$ cat config.mk
export PLATFORM = sky130hd
export DESIGN_NAME = autoneg_next_page_regs
export DESIGN_NICKNAME = d
export VERILOG_FILES = /design/src/an_np_pkg.sv /design/src/word_hold.sv /design/src/autoneg_next_page_regs.sv
export SDC_FILE = /design/constraint.sdc
export NUM_CORES = 1
export LEC_CHECK = 0
export BUFFER_PORTS_ARGS = -buffer_cell sky130_fd_sc_hd__buf_2
export CORE_MARGIN = 4
export CORE_UTILIZATION = 49
export DETAILED_ROUTE_END_ITERATION = 16
export PLACE_DENSITY = 0.87
export SLEW_MARGIN = 20
export SYNTH_ARGS = -nofsm -noshare
export SYNTH_HDL_FRONTEND = slang
export SYNTH_SLANG_ARGS = --single-unit
$ cat constraint.sdc
create_clock -name clk_i -period 4.2 [get_ports clk_i]
set_input_delay 0.63 -clock clk_i [delete_from_list [all_inputs] [get_ports clk_i]]
set_output_delay 0.63 -clock clk_i [all_outputs]
set_load 0.05 [all_outputs]
$ cat src/an_np_pkg.sv
// Package with offsets, field layout, reset values and state of the next page register group
package an_np_pkg;

  // Avalon byte address width; printed offsets are register indices
  localparam int ADDR_W = 12;
  localparam int IDX_W = 10;
  localparam logic [IDX_W-1:0] IDX_TX_LOW = 10'h208;
  localparam logic [IDX_W-1:0] IDX_TX_MID = 10'h209;
  localparam logic [IDX_W-1:0] IDX_TX_HIGH = 10'h20A;
  localparam logic [IDX_W-1:0] IDX_RX_LOW = 10'h20B;
  localparam logic [IDX_W-1:0] IDX_RX_MID = 10'h20C;

  // Low word field positions
  localparam int MORE_BIT = 15;
  localparam int ACK_BIT = 14;
  localparam int TYPE_BIT = 13;
  localparam int COMPLY_BIT = 12;
  localparam int TOGGLE_BIT = 11;
  localparam int CODE_MSB = 10;

  // Reset values of the transmit words and received holds, and software-writable bits of the transmit low word
  localparam logic [15:0] TX_LOW_RESET = 16'h2001;
  localparam logic [15:0] TX_LOW_WMASK = 16'hB7FF;
  localparam logic [15:0] TX_MID_RESET = 16'h0000;
  localparam logic [15:0] TX_HIGH_RESET = 16'h0000;
  localparam logic [15:0] RX_HOLD_RESET = 16'h0000;

  // Message codes
  localparam logic [10:0] CODE_NULL = 11'h001;
  localparam logic [10:0] CODE_OUI_TAGGED = 11'h005;
  localparam logic [10:0] CODE_DEVICE_ID = 11'h006;

  // Page type encoding
  localparam logic TYPE_UNFORMATTED = 1'b0;
  localparam logic TYPE_MESSAGE = 1'b1;

  typedef struct packed {
    logic ack;
    logic [31:0] readdata;
    logic [15:0] tx_low;
    logic [15:0] tx_mid;
    logic [15:0] tx_high;
    logic load;
  } regs_s;

endpackage : an_np_pkg

$ cat src/word_hold.sv
// Holding register that snapshots a live word on a capture strobe
`timescale 1ns/1ps
module word_hold #(
  parameter int WIDTH = 16,
  parameter logic [WIDTH-1:0] RESET_VAL = '0
) (
  // Clock and reset
  input wire logic clk_i,
  input wire logic rst_n_i,
  // Control
  input wire logic clear_i,
  input wire logic capture_i,
  // Data
  input wire logic [WIDTH-1:0] live_i,
  output logic [WIDTH-1:0] held_o
);

  logic [WIDTH-1:0] held;
  logic [WIDTH-1:0] next_held;

  always_comb begin
    next_held = held;
    if (clear_i) begin
      next_held = RESET_VAL;
    end else if (capture_i) begin
      next_held = live_i;
    end
  end

  always_ff @(posedge clk_i or negedge rst_n_i) begin
    if (!rst_n_i) begin
      held <= RESET_VAL;
    end else begin
      held <= next_held;
    end
  end

  assign held_o = held;

endmodule : word_hold

$ cat src/autoneg_next_page_regs.sv
// Autonegotiation next page register group on an Avalon-MM slave
`timescale 1ns/1ps

// Behaviour
// [RULE1] Power-up or autoneg reset loads transmit low word with 0x2001, null message.
// [RULE2] Software writes middle and high transmit words before the low word.
// [RULE3] Transmit low bit 15 is a writable more-pages request flag.
// [RULE4] Transmit low bit 14 shows page acknowledge, read-only to software.
// [RULE5] Transmit low bit 13 writable page type, 1 message, 0 unformatted, resets 1.
// [RULE6] Transmit low bit 12 writable comply acknowledge.
// [RULE7] Transmit low toggle bit 11 always reads zero; arbitration drives real toggle.
// [RULE8] Transmit low bits 10:0 writable code; 1 null, 5 OUI tagged, 6 device id.
// [RULE9] Transmit middle word is 16-bit read-write, resets to zero.
// [RULE10] Transmit high word is 16-bit read-write, resets to zero.
// [RULE11] Reading received low word captures received middle and high words.
// [RULE12] Received middle word reads the value captured at last low-word read.
// [RULE13] Received low bit 13 reports partner page type, read-only.
// [RULE14] Received low bits 10:0 report partner code, read-only.
// [RULE15] Received low bit 14 reports partner acknowledge, read-only, resets zero.
// [RULE16] Received low bit 11 reports partner toggle, read-only, resets zero.
module autoneg_next_page_regs
  import an_np_pkg::*;
(
  // Clock and reset
  input wire logic clk_i,
  input wire logic nrst_i,
  // Avalon-MM slave
  input wire logic [ADDR_W-1:0] avs_address_i,
  input wire logic avs_read_i,
  input wire logic avs_write_i,
  input wire logic [31:0] avs_writedata_i,
  input wire logic [3:0] avs_byteenable_i,
  output logic [31:0] avs_readdata_o,
  output logic avs_waitrequest_o,
  // Arbitration side
  input wire logic an_reset_i,
  input wire logic tx_page_ack_i,
  input wire logic [47:0] rx_page_i,
  output logic [47:0] tx_page_o,
  output logic tx_page_load_o,
  output logic [15:0] rx_partner_page_high_o
);

  logic [1:0] rst_sync;
  logic rst_n;
  regs_s q;
  regs_s next_q;
  logic [IDX_W-1:0] idx;
  logic rd_start;
  logic wr_done;
  logic rx_capture;
  logic [15:0] rd_word;
  logic [15:0] rx_partner_page_mid;

  // Reset is released synchronously so no flop leaves reset on a different edge
  always_ff @(posedge clk_i or negedge nrst_i) begin
    if (!nrst_i) begin
      rst_sync <= 2'b00;
    end else begin
      rst_sync <= {rst_sync[0], 1'b1};
    end
  end
  assign rst_n = rst_sync[1];

  assign idx = avs_address_i[ADDR_W-1:2];
  // Every access costs one wait cycle; read data is formed in the first cycle
  assign avs_waitrequest_o = (avs_read_i | avs_write_i) & ~q.ack;
  assign rd_start = avs_read_i & ~q.ack;
  assign wr_done = avs_write_i & q.ack;
  // Snapshot taken with the low word so all three words belong to one page
  assign rx_capture = rd_start && (idx == IDX_RX_LOW); // RULE11

  function automatic logic [15:0] merge_lanes(input logic [15:0] old_val,
                                              input logic [15:0] new_val,
                                              input logic [1:0] lanes);
    logic [15:0] res;
    res = old_val;
    if (lanes[0]) begin
      res[7:0] = new_val[7:0];
    end
    if (lanes[1]) begin
      res[15:8] = new_val[15:8];
    end
    return res;
  endfunction : merge_lanes

  always_comb begin
    rd_word = 16'h0000;
    unique case (idx)
      IDX_TX_LOW: begin
        rd_word = q.tx_low;
        rd_word[ACK_BIT] = tx_page_ack_i; // RULE4
        rd_word[TOGGLE_BIT] = 1'b0; // RULE7
      end
      IDX_TX_MID: rd_word = q.tx_mid; // RULE9
      IDX_TX_HIGH: rd_word = q.tx_high; // RULE10
      IDX_RX_LOW: rd_word = rx_page_i[15:0]; // RULE13 RULE14 RULE15 RULE16
      IDX_RX_MID: rd_word = rx_partner_page_mid; // RULE12
      default: rd_word = 16'h0000;
    endcase
  end

  always_comb begin
    next_q = q;
    next_q.load = 1'b0;
    next_q.ack = (avs_read_i | avs_write_i) & ~q.ack;
    if (rd_start) begin
      next_q.readdata = {16'h0000, rd_word};
    end
    if (wr_done) begin
      unique case (idx)
        IDX_TX_LOW: begin // RULE5 RULE6 RULE8
          // Unwritable bits stay at zero; ack and toggle come from arbitration
          next_q.tx_low = merge_lanes(q.tx_low, avs_writedata_i[15:0],
                                      avs_byteenable_i[1:0]) & TX_LOW_WMASK; // RULE3
          next_q.load = 1'b1;
        end
        IDX_TX_MID: begin
          next_q.tx_mid = merge_lanes(q.tx_mid, avs_writedata_i[15:0],
                                      avs_byteenable_i[1:0]); // RULE9
        end
        IDX_TX_HIGH: begin
          next_q.tx_high = merge_lanes(q.tx_high, avs_writedata_i[15:0],
                                       avs_byteenable_i[1:0]); // RULE10
        end
        default: begin
          next_q.load = 1'b0;
        end
      endcase
    end
    // Autoneg reset overrides a write landing on the same edge
    if (an_reset_i) begin
      next_q.tx_low = TX_LOW_RESET; // RULE1
      next_q.tx_mid = TX_MID_RESET;
      next_q.tx_high = TX_HIGH_RESET;
      next_q.load = 1'b0;
    end
  end

  always_ff @(posedge clk_i or negedge rst_n) begin
    if (!rst_n) begin
      q.ack <= 1'b0;
      q.readdata <= 32'h0000_0000;
      q.tx_low <= TX_LOW_RESET; // RULE1
      q.tx_mid <= TX_MID_RESET;
      q.tx_high <= TX_HIGH_RESET;
      q.load <= 1'b0;
    end else begin
      q <= next_q;
    end
  end

  word_hold #(
    .WIDTH(16),
    .RESET_VAL(RX_HOLD_RESET)
  ) hold_mid (
    .clk_i(clk_i),
    .rst_n_i(rst_n),
    .clear_i(an_reset_i),
    .capture_i(rx_capture),
    .live_i(rx_page_i[31:16]),
    .held_o(rx_partner_page_mid)
  );

  word_hold #(
    .WIDTH(16),
    .RESET_VAL(RX_HOLD_RESET)
  ) hold_high (
    .clk_i(clk_i),
    .rst_n_i(rst_n),
    .clear_i(an_reset_i),
    .capture_i(rx_capture),
    .live_i(rx_page_i[47:32]),
    .held_o(rx_partner_page_high_o)
  );

  assign avs_readdata_o = q.readdata;
  // Toggle position left at zero; the arbitration logic inserts its own
  assign tx_page_o = {q.tx_high, q.tx_mid, q.tx_low}; // RULE7
  assign tx_page_load_o = q.load;

  logic low_wr_ok;
  assign low_wr_ok = wr_done && (idx == IDX_TX_LOW) && !an_reset_i;
endmodule : autoneg_next_page_regs

==> flow_summary.yaml, run 1 <==
placement:
  dpl.hpwl_mm: 9.62
  place_ws_ps: 1150
  dp_cells: 709
  gp_congestion: 0.790
  port_buffers: 161
  postPlaceCellArea_um2: 5480
detailed_routing:
  drt_iter0_markers: 220
  remaining_drc_errors: 0
  wl_met2_mm: 6.62
  ant_nets: 0
  wl_met1_mm: 5.33
  wl_per_cell_um: 18.2
  highest_layer: "met4"
  num_vias: 3859
  wl_met3_um: 936
  drt_wl_total_mm: 13.2
  routed_via_density: 5.32
  first_pass_iters: 5
cts:
  ctsLongestPathBuffers: 2
  numCtsBuffers: 9
  clockRootBuffer: "clkbuf_8"
  postCtsSetupBuffers: 0
  cts_sinks: 98
  clk_pin_slew_worst_paths_ps: 90
  cts-htree-levels: 3
  cts_tree: "built"
  ctsResizeCount: 0
  clock_latency_ps: 360
  ctsHoldBuffers: 0
worst_setup_path:
  end_kind: "register"
  path_delay_family: "simple AND/OR/NAND/NOR gates"
  crit_cells: 5
  r2r-end: "avs_readdata_o[14]"
  cp-startpoint: "avs_address_i[9]"
  cp.arrival_ps: 2740
  worstSetupStartpointType: "input port"
  reg2reg_setup_slack_ps: 2240
  cp-endpoint: "avs_readdata_o[14]"
  slowest_stage: "nor4b_4"
  worstPathRequired_ps: 4500
  ff2ff_path_depth: 4
  cp_cell_sequence: "buf_2 -> nor4b_4 -> nand3_4 -> nor3b_4 -> a221o_1"
  cp_num_buf_inv: 1
  worstSetupPathType: "in -> reg"
  critPathMaxStageDelay_ps: 740
  cp_max_fo: 16
  timing.rr.start: "q[81]"
cells_and_area:
  n_antenna_cell: 0
  finalNonFillerCells: 725
  drive_above_1_share: 0.360
  fillers: 919
  synthToLayoutAreaGrowth_pct: 9.51
  stdcell_area_um2: 5650
  final_nets: 686
  final_util: 0.549
synthesis:
  synth_cell_types: 37
  ys.flop_type: "dfrtp_1"
  synthArstFlopShare: 1.00
  avgSynthCellArea_um2: 10.4
  ys.warnings.count: 0
  ys_seq_area_frac: 0.476
  syn_inst: 498
  syn-cell-area_um2: 5150
  synth_edf_count: 0
  ys_seq_elements: 98
die:
  io_pins: 200
  core_area_um2: 10300
  fp-row-count: 37
  dieHeight_um: 111
  dieArea_um2: 12200
  die_x_um: 111
  floorplan.initialDensity: 0.502
sta:
  grt_setup_unrepaired: "false"
  slew_headroom: 0.429
  fin_skew_ps: 11.1
  drv_slew: 0
  worst_slack_ps: 1760
  tightest_slew_ps: 856
  final.min_clock_period_ps: 2440
  fmax_ghz: 0.409
  hold_viol_final: 0
  period_share: 0.581
  hold_slack_ps: 30.3
  tns_ps: 0
  setup_viol: 0
hold_path:
  min_path_type: "in -> async"
power:
  ir_drop_mv: 0.164
  power.leakage_nw: 3.20
  p_per_area_nw_per_um2: 294
  power_mw: 1.66
run_status:
  status: "completed"
job:
  maxCapViolCount: 0
global_routing:
  grtUsageTotal: 0.215
  antenna_found_initial: 0
  grt_pass1_wl_mm: 21.1
  overflow: 0
  grt_max_degree: 63
  first_global_vias: 3994
-- final cells by class --
| cell class | count | area (um^2) | share of cell area |
|---|---|---|---|
| flip-flops and latches | 98 | 2460 | 0.436 |
| multi-input cells | 310 | 2020 | 0.357 |
| repair buffers | 165 | 836 | 0.148 |
| well taps | 136 | 170 | 0.0301 |
| clock buffers | 14 | 153 | 0.0270 |
| clock inverters | 2 | 12.5 | 0.00222 |
-- power breakdown --
group          switching [mW]  internal, mW  leakage [nW]
logic                   0.108        0.0482          1.76
clock network           0.310         0.232        0.0807
registers              0.0129         0.945          1.36
-- flip-flops by register name (all words and copies together) (netlist names) --
signal	count
avs_readdata_o	16
hold_high.held_o	16
hold_mid.held_o	16
q	1
rst_sync	2
tx_page_load_o	1
tx_page_o	46
-- per-layer routing --
metal / global-route usage / up-vias
met5: 0 / -
met4: 0.0796 / 0
met3: 0.0422 / 24
met2: 0.371 / 179
met1: 0.268 / 1878
li1: - / 1778
-- worst min path at each step --
stage                              to  slack, ps         from
final                     rst_sync[1]         30       nrst_i
after global placement    rst_sync[1]        340  rst_sync[0]
after CTS                 rst_sync[1]         20       nrst_i
after floorplan           rst_sync[0]        330       nrst_i
after detailed placement  rst_sync[1]        350  rst_sync[0]
after global routing      rst_sync[1]         10       nrst_i
-- synthesized netlist by cell type, drive strengths merged, types with 2 or more instances --
cell / count / share of area
dfrtp: 96 / 0.47
buf: 90 / 0.13
nand2: 76 / 0.055
nor2: 51 / 0.038
mux2i: 45 / 0.087
a21oi: 36 / 0.035
clkbuf: 17 / 0.012
a221o: 15 / 0.030
a22oi: 10 / 0.015
mux2: 10 / 0.022
o21ai: 10 / 0.0097
nand4: 7 / 0.016
mux4: 5 / 0.022
and2b: 4 / 0.0058
nor3b: 4 / 0.0090
and3: 2 / 0.0024
conb: 2 / 0.0015
dfstp: 2 / 0.010
nand3: 2 / 0.0044
nand3b: 2 / 0.0029
nor2b: 2 / 0.0024
nor3: 2 / 0.0019
nor4b: 2 / 0.0092
-- kinds of logic after synthesis --
logic type / synth area share
compound gates: 0.0905
buf+inv: 0.145
flops: 0.476
mux: 0.131
other cells: 0.00146
simple gates: 0.155
-- cells in the final DEF, fill, tap and decap left out, types with 3 or more instances in the layout --
cell type / n
nand4_2: 6
a221o_2: 3
mux4_2: 5
mux2i_1: 45
conb_1: 19
and2b_1: 4
a22oi_1: 10
a221o_1: 12
nor2_1: 50
dfrtp_1: 95
mux2_2: 10
a21oi_1: 36
clkbuf_8: 10
o21ai_0: 10
buf_2: 161
clkbuf_1: 4
buf_4: 4
nand2_1: 76
No activity file was read; power rests on OpenSTA's default activity.
==> run 2: changes to the inputs <==
- ABC_AREA: not set -> 1
- CORE_UTILIZATION: 49 -> 45
- PLACE_DENSITY: 0.87 -> 0.84
- clock period: 4.2 -> 2.09 ns (I/O delays scaled with it)
==> run 2 against run 1 <==
Critical path depth did not move. Largest cell class unchanged. Via count rose by 23%. Die area rose by 14%. Wire length rose by 11%. Critical endpoint is now tx_page_o[25]. Setup slack got worse by 1400 ps. Worst hold slack improved by 160 ps. Critical path type is now reg -> reg. First-iteration DRC count rose by 55%. Utilization fell by 1.9 points. Clock-buffer cell count fell by 4. Clock power rose to 3.0 times the previous value.
==> flow_summary.yaml, run 2 <==
worst_setup_path:
  worstSetupStartpointType: "register"
  end_kind: "register"
  cp_max_fo: 11
  r2r-end: "tx_page_o[25]"
  worstSetupPathType: "reg -> reg"
  ff2ff_path_depth: 5
  cp.arrival_ps: 2000
  reg2reg_setup_slack_ps: 320
  timing.rr.start: "q[81]"
  worstPathRequired_ps: 2320
power:
  power.switching_mw: 1.69
  clockPowerShare: 0.333
  p_int_mw: 3.14
  seqPwrFrac: 0.443
  p_per_area_nw_per_um2: 781
  power.leakage_nw: 3.61
  swShare: 0.350
  comb_power_share: 0.224
  ir_drop_mv: 0.347
  power_mw: 4.83
sta:
  setup_viol: 0
  period_share: 0.846
  drv_slew: 0
  grt_setup_unrepaired: "false"
  slew_headroom: 0.618
  tns_ps: 0
  fin_skew_ps: 9.47
  hold_viol_final: 0
  final.min_clock_period_ps: 1770
  fmax_ghz: 0.565
  tightest_slew_ps: 572
detailed_routing:
  routed_via_density: 4.97
  drt_iter0_markers: 342
  first_pass_iters: 6
  num_vias: 4734
  wl_per_cell_um: 15.5
  drt_wl_total_mm: 14.7
  ant_nets: 0
  remaining_drc_errors: 0
synthesis:
  ys_seq_area_frac: 0.449
  synth_edf_count: 0
  ys.warnings.count: 0
  ys_top_cells_by_count: "229 x nand2_1, 96 x dfrtp_1, 96 x nand3_1"
  avgSynthCellArea_um2: 7.75
  synth_top_area_frac: 0.440
  syn-cell-area_um2: 5460
  yosys.area.top_type: "dfrtp_1"
  yosysMostFrequentCell: "nand2_1"
  yosys-top-cells-area: "dfrtp_1 44%, nand2_1 16%, buf_4 12%"
  synth_cell_types: 27
  ys_seq_elements: 98
  syn_inst: 705
  synthArstFlopShare: 1.00
  ys.flop_type: "dfrtp_1"
placement:
  port_buffers: 161
  gp_congestion: 0.859
  dpl.hpwl_mm: 11.4
  postPlaceCellArea_um2: 5880
cells_and_area:
  n_antenna_cell: 0
  final_util: 0.530
  stdcell_area_um2: 6180
  final_nets: 906
  fillers: 1118
  largest_reg_flops: 46
  final_cell_mix: "229 x nand2_1, 161 x buf_2, 96 x nand3_1"
  synthToLayoutAreaGrowth_pct: 13.2
  drive_above_1_share: 0.290
  final_common_cell: "nand2_1"
cts:
  ctsResizeCount: 0
  ctsLongestPathBuffers: 2
  postCtsSetupBuffers: 0
  ctsHoldBuffers: 1
  cts-htree-levels: 3
  clk_pin_slew_worst_paths_ps: 70
  clock_latency_ps: 350
  cts_sinks: 98
  clockRootBuffer: "clkbuf_16"
  cts_tree: "built"
  numCtsBuffers: 9
die:
  io_pins: 200
  die_x_um: 118
  dieArea_um2: 14000
  core_area_um2: 11700
  floorplan.initialDensity: 0.468
  fp-row-count: 39
  dieHeight_um: 118
global_routing:
  grt_pass1_wl_mm: 24.0
  grt_max_degree: 42
  first_global_vias: 4643
  overflow: 0
  antenna_found_initial: 0
  grtUsageTotal: 0.215
job:
  maxCapViolCount: 0
hold_path:
  hp-start: "rx_page_i[33]"
  min_path_cells: 3
  hold_path_end: "hold_high.held_o[1]"
  min_path_type: "in -> reg"
run_status:
  status: "completed"
run 2: layout make-up:
cell class,instances,area (um^2),share of cell area
Clock buffer,10,239,0.0387
Sequential cell,98,2460,0.398
Multi-Input combinational cell,472,2130,0.345
Inverter,44,166,0.0269
Timing Repair Buffer,179,956,0.155
Clock inverter,6,48.8,0.00790
Tap cell,143,179,0.0290
run 2: how the worst max path moves through the flow:
stage | from | end | slack [ps] | depth (start not counted)
detailed placement | avs_address_i[9] | tx_page_o[25] | 230 | 7
global route | q[81] | tx_page_o[21] | 190 | 5
CTS | q[81] | tx_page_o[21] | 300 | 4
finish | q[81] | tx_page_o[25] | 320 | 5
floorplan | rst_sync[1] | avs_readdata_o[0] | 440 | 0
global placement | avs_address_i[10] | tx_page_o[29] | 270 | 9
run 2: layer usage:
metal | track usage | vias up | part of all wire
met1 | 0.286 | 2185 | 0.43
li1 | - | 2344 | -
met3 | 0.0649 | 15 | 0.094
met2 | 0.344 | 190 | 0.46
met5 | 0 | - | 0
met4 | 0.0593 | 0 | 0.013
run 2: kinds of logic after synthesis:
kind of cell | after synthesis | synth area share
other cells | 2 | 0.00138
simple gates | 410 | 0.331
compound gates | 43 | 0.0460
flops | 98 | 0.449
buf+inv | 152 | 0.172
run 2: critical path, cell delays in order (launching register included):
cell     delay [ps]
dfrtp_1         390
nand2_2         190
nand2_1         400
nand3_1         430
nand2_1         160
o21ai_1          80
run 2: power by group through the flow:
stage          Sequential (mW)  Combinational (mW)  Clock, mW
2_1_floorplan             2.25               0.856          0
3_3_place_gp              2.17                1.07          0
3_5_place_dp              2.17                1.08          0
4_1_cts                   2.14                1.09       1.63
5_1_grt                   2.16                1.17       1.69
6_report                  2.14                1.08       1.61
run 2: through the flow:
stage / setup WS [ps] / hold slack (ps) / instances
finish: 321 / 189 / 952
global route: 186 / 191 / 952
CTS: 301 / 183 / 952
detailed placement: 227 / 98.9 / 935
global placement: 275 / 99.3 / 935
floorplan: 445 / 17.9 / 722
==> run 3: changes to the inputs <==
- CORE_UTILIZATION: 45 -> 50
- PLACE_DENSITY: 0.84 -> 0.88
- clock period: 2.09 -> 1.74 ns (I/O delays scaled with it)
==> run 3 against run 2 <==
Combinational power is 22% higher. Clock power hardly changed. Wire length is 1.8% lower. Non-clock buffer count is 4 higher. Clock-buffer cell count is 1 higher. Utilization is 5.9 points higher. Die area is 9.3% lower. Worst hold slack worse by 59 ps. Clock skew is 5.2 ps higher. First-iteration DRC count is 1.8% lower. Sequential share of layout area is 0.14 points higher. Critical endpoint is now tx_page_o[13]. Largest power group unchanged.
==> flow_summary.yaml, run 3 (synthesis gave the netlist of run 2 again) <==
run_status:
  status: "completed"
global_routing:
  antenna_found_initial: 0
  first_global_vias: 4532
  grtUsageTotal: 0.226
  grt_pass1_wl_mm: 22.8
  overflow: 0
  grt_max_degree: 97
sta:
  fin_skew_ps: 14.6
  hold_viol_final: 0
  slew_headroom: 0.648
  worst_slack_ps: 290
  tightest_slew_ps: 527
  setup_viol: 0
  final.min_clock_period_ps: 1450
  grt_setup_unrepaired: "false"
  period_share: 0.833
  fmax_ghz: 0.690
  tns_ps: 0
  drv_slew: 0
worst_setup_path:
  path_delay_family: "flip-flops"
  cp-endpoint: "tx_page_o[13]"
  timing.rr.start: "q[81]"
  worstPathRequired_ps: 1480
  reg2reg_setup_slack_ps: 300
  slowest_stage: "dfstp_2"
  ff2ff_path_depth: 5
  cp.arrival_ps: 1190
  cp_num_buf_inv: 1
  critPathMaxStageDelay_ps: 560
  worstSetupPathType: "reg -> out"
  cp_max_fo: 3
  end_kind: "primary output"
  cp_cell_sequence: "buf_2"
  cp-startpoint: "tx_page_o[13]"
  r2r-end: "tx_page_o[19]"
  worstSetupStartpointType: "register"
  crit_cells: 1
detailed_routing:
  ant_nets: 0
  routed_via_density: 5.07
  highest_layer: "met4"
  wl_met2_mm: 6.70
  drt_iter0_markers: 336
  first_pass_iters: 5
  wl_per_cell_um: 15.2
  wl_met1_mm: 5.97
  drt_wl_total_mm: 14.4
  num_vias: 4812
  remaining_drc_errors: 0
  wl_met3_mm: 1.46
cells_and_area:
  stdcell_area_um2: 6160
  synthToLayoutAreaGrowth_pct: 12.8
  drive_above_1_share: 0.293
  finalNonFillerCells: 949
  largest_reg_flops: 46
  final_nets: 910
  final_common_cell: "nand2_1"
  n_antenna_cell: 0
  final_cell_mix: "229 x nand2_1, 161 x buf_2, 96 x nand3_1"
power:
  power.switching_mw: 1.90
  power_mw: 5.50
  ir_drop_mv: 0.536
  swShare: 0.345
  p_per_area_nw_per_um2: 894
  p_int_mw: 3.60
  clockPowerShare: 0.297
  comb_power_share: 0.239
  seqPwrFrac: 0.463
  power.leakage_nw: 3.62
cts:
  cts_tree: "built"
  clock_latency_ps: 360
  cts-htree-levels: 3
  postCtsSetupBuffers: 0
  clockRootBuffer: "clkbuf_8"
  clk_pin_slew_worst_paths_ps: 90
  numCtsBuffers: 9
  ctsLongestPathBuffers: 2
  cts_sinks: 98
die:
  core_area_um2: 10500
  floorplan.initialDensity: 0.522
  fp-row-count: 37
  die_x_um: 113
  dieHeight_um: 113
  io_pins: 200
  dieArea_um2: 12700
placement:
  port_buffers: 161
  postPlaceCellArea_um2: 5930
  gp_congestion: 0.875
  dpl.hpwl_mm: 10.8
  dp_cells: 932
  place_ws_ps: 66.6
job:
  maxCapViolCount: 0
hold_path:
  min_path_type: "in -> reg"
==> run 3: cell types whose count changed in the layout (fill, tap and decap cells not counted) <==
| cell | delta |
|---|---|
| clkbuf_8 | +9 |
| clkinv_2 | +2 |
| clkbuf_1 | +1 |
| clkbuf_16 | -9 |
| inv_6 | -2 |
| buf_12 | +2 |
| buf_4 | +2 |
| clkinvlp_4 | -3 |
| bufinv_16 | +2 |
==> run 3: timing repair <==
item / in CTS / in global routing
gates resized for setup: 0 / 0
hold buffers: 1 / 0
endpoints found under the hold margin: 2 / 0
setup endpoints to repair: 0 / 0
==> run 3: metal layers <==
metal,vias up,global-route usage
li1,2350,-
met1,2221,0.297
met2,211,0.352
met3,30,0.0771
met4,0,0.0761
met5,-,0
==> run 3: metrics by stage <==
stage / hold WS [ps] / utilization
CTS: 112 / 0.589
finish: 130 / 0.589
floorplan: -34.6 / -
global route: 120 / 0.589
global placement: 48.0 / 0.567
detailed placement: 48.1 / 0.567
==> run 3: worst min path at each step <==
stage                             start                   to  slack [ps]  depth (start not counted)
after CTS                 rx_page_i[21]   hold_mid.held_o[5]         110                          3
after global placement           nrst_i          rst_sync[0]          50                          1
after floorplan                  nrst_i          rst_sync[0]         -30                          0
after global routing      rx_page_i[29]  hold_mid.held_o[13]         120                          3
final                     rx_page_i[18]   hold_mid.held_o[2]         130                          3
after detailed placement         nrst_i          rst_sync[0]          50                          1
==> run 3: cell type report <==
cell class                 instances  area (um^2)
timing repair buffer             183         1010
tap                              136          170
multi-input combinational        472         2130
fill                            1000         4300
inverter                          44          166
sequential                        98         2460
clock buffer                      11          141
clock inverter                     5         78.8
==> run 3: power groups by stage <==
stage          Clock, mW  Sequential [mW]  Combinational [mW]
6_report            1.64             2.55                1.32
5_1_grt             1.75             2.58                1.42
4_1_cts             1.66             2.55                1.32
3_5_place_dp           0             2.59                1.32
3_3_place_gp           0             2.59                1.30
2_1_floorplan          0             2.70                1.03
==> run 3: worst reg2reg max path, cell delays in order, from the launching register on <==
cell     delay, ps
dfrtp_1        390
nand2_2        170
nand2_1        230
nand3_2        320
nand2_1        150
o21ai_1         70
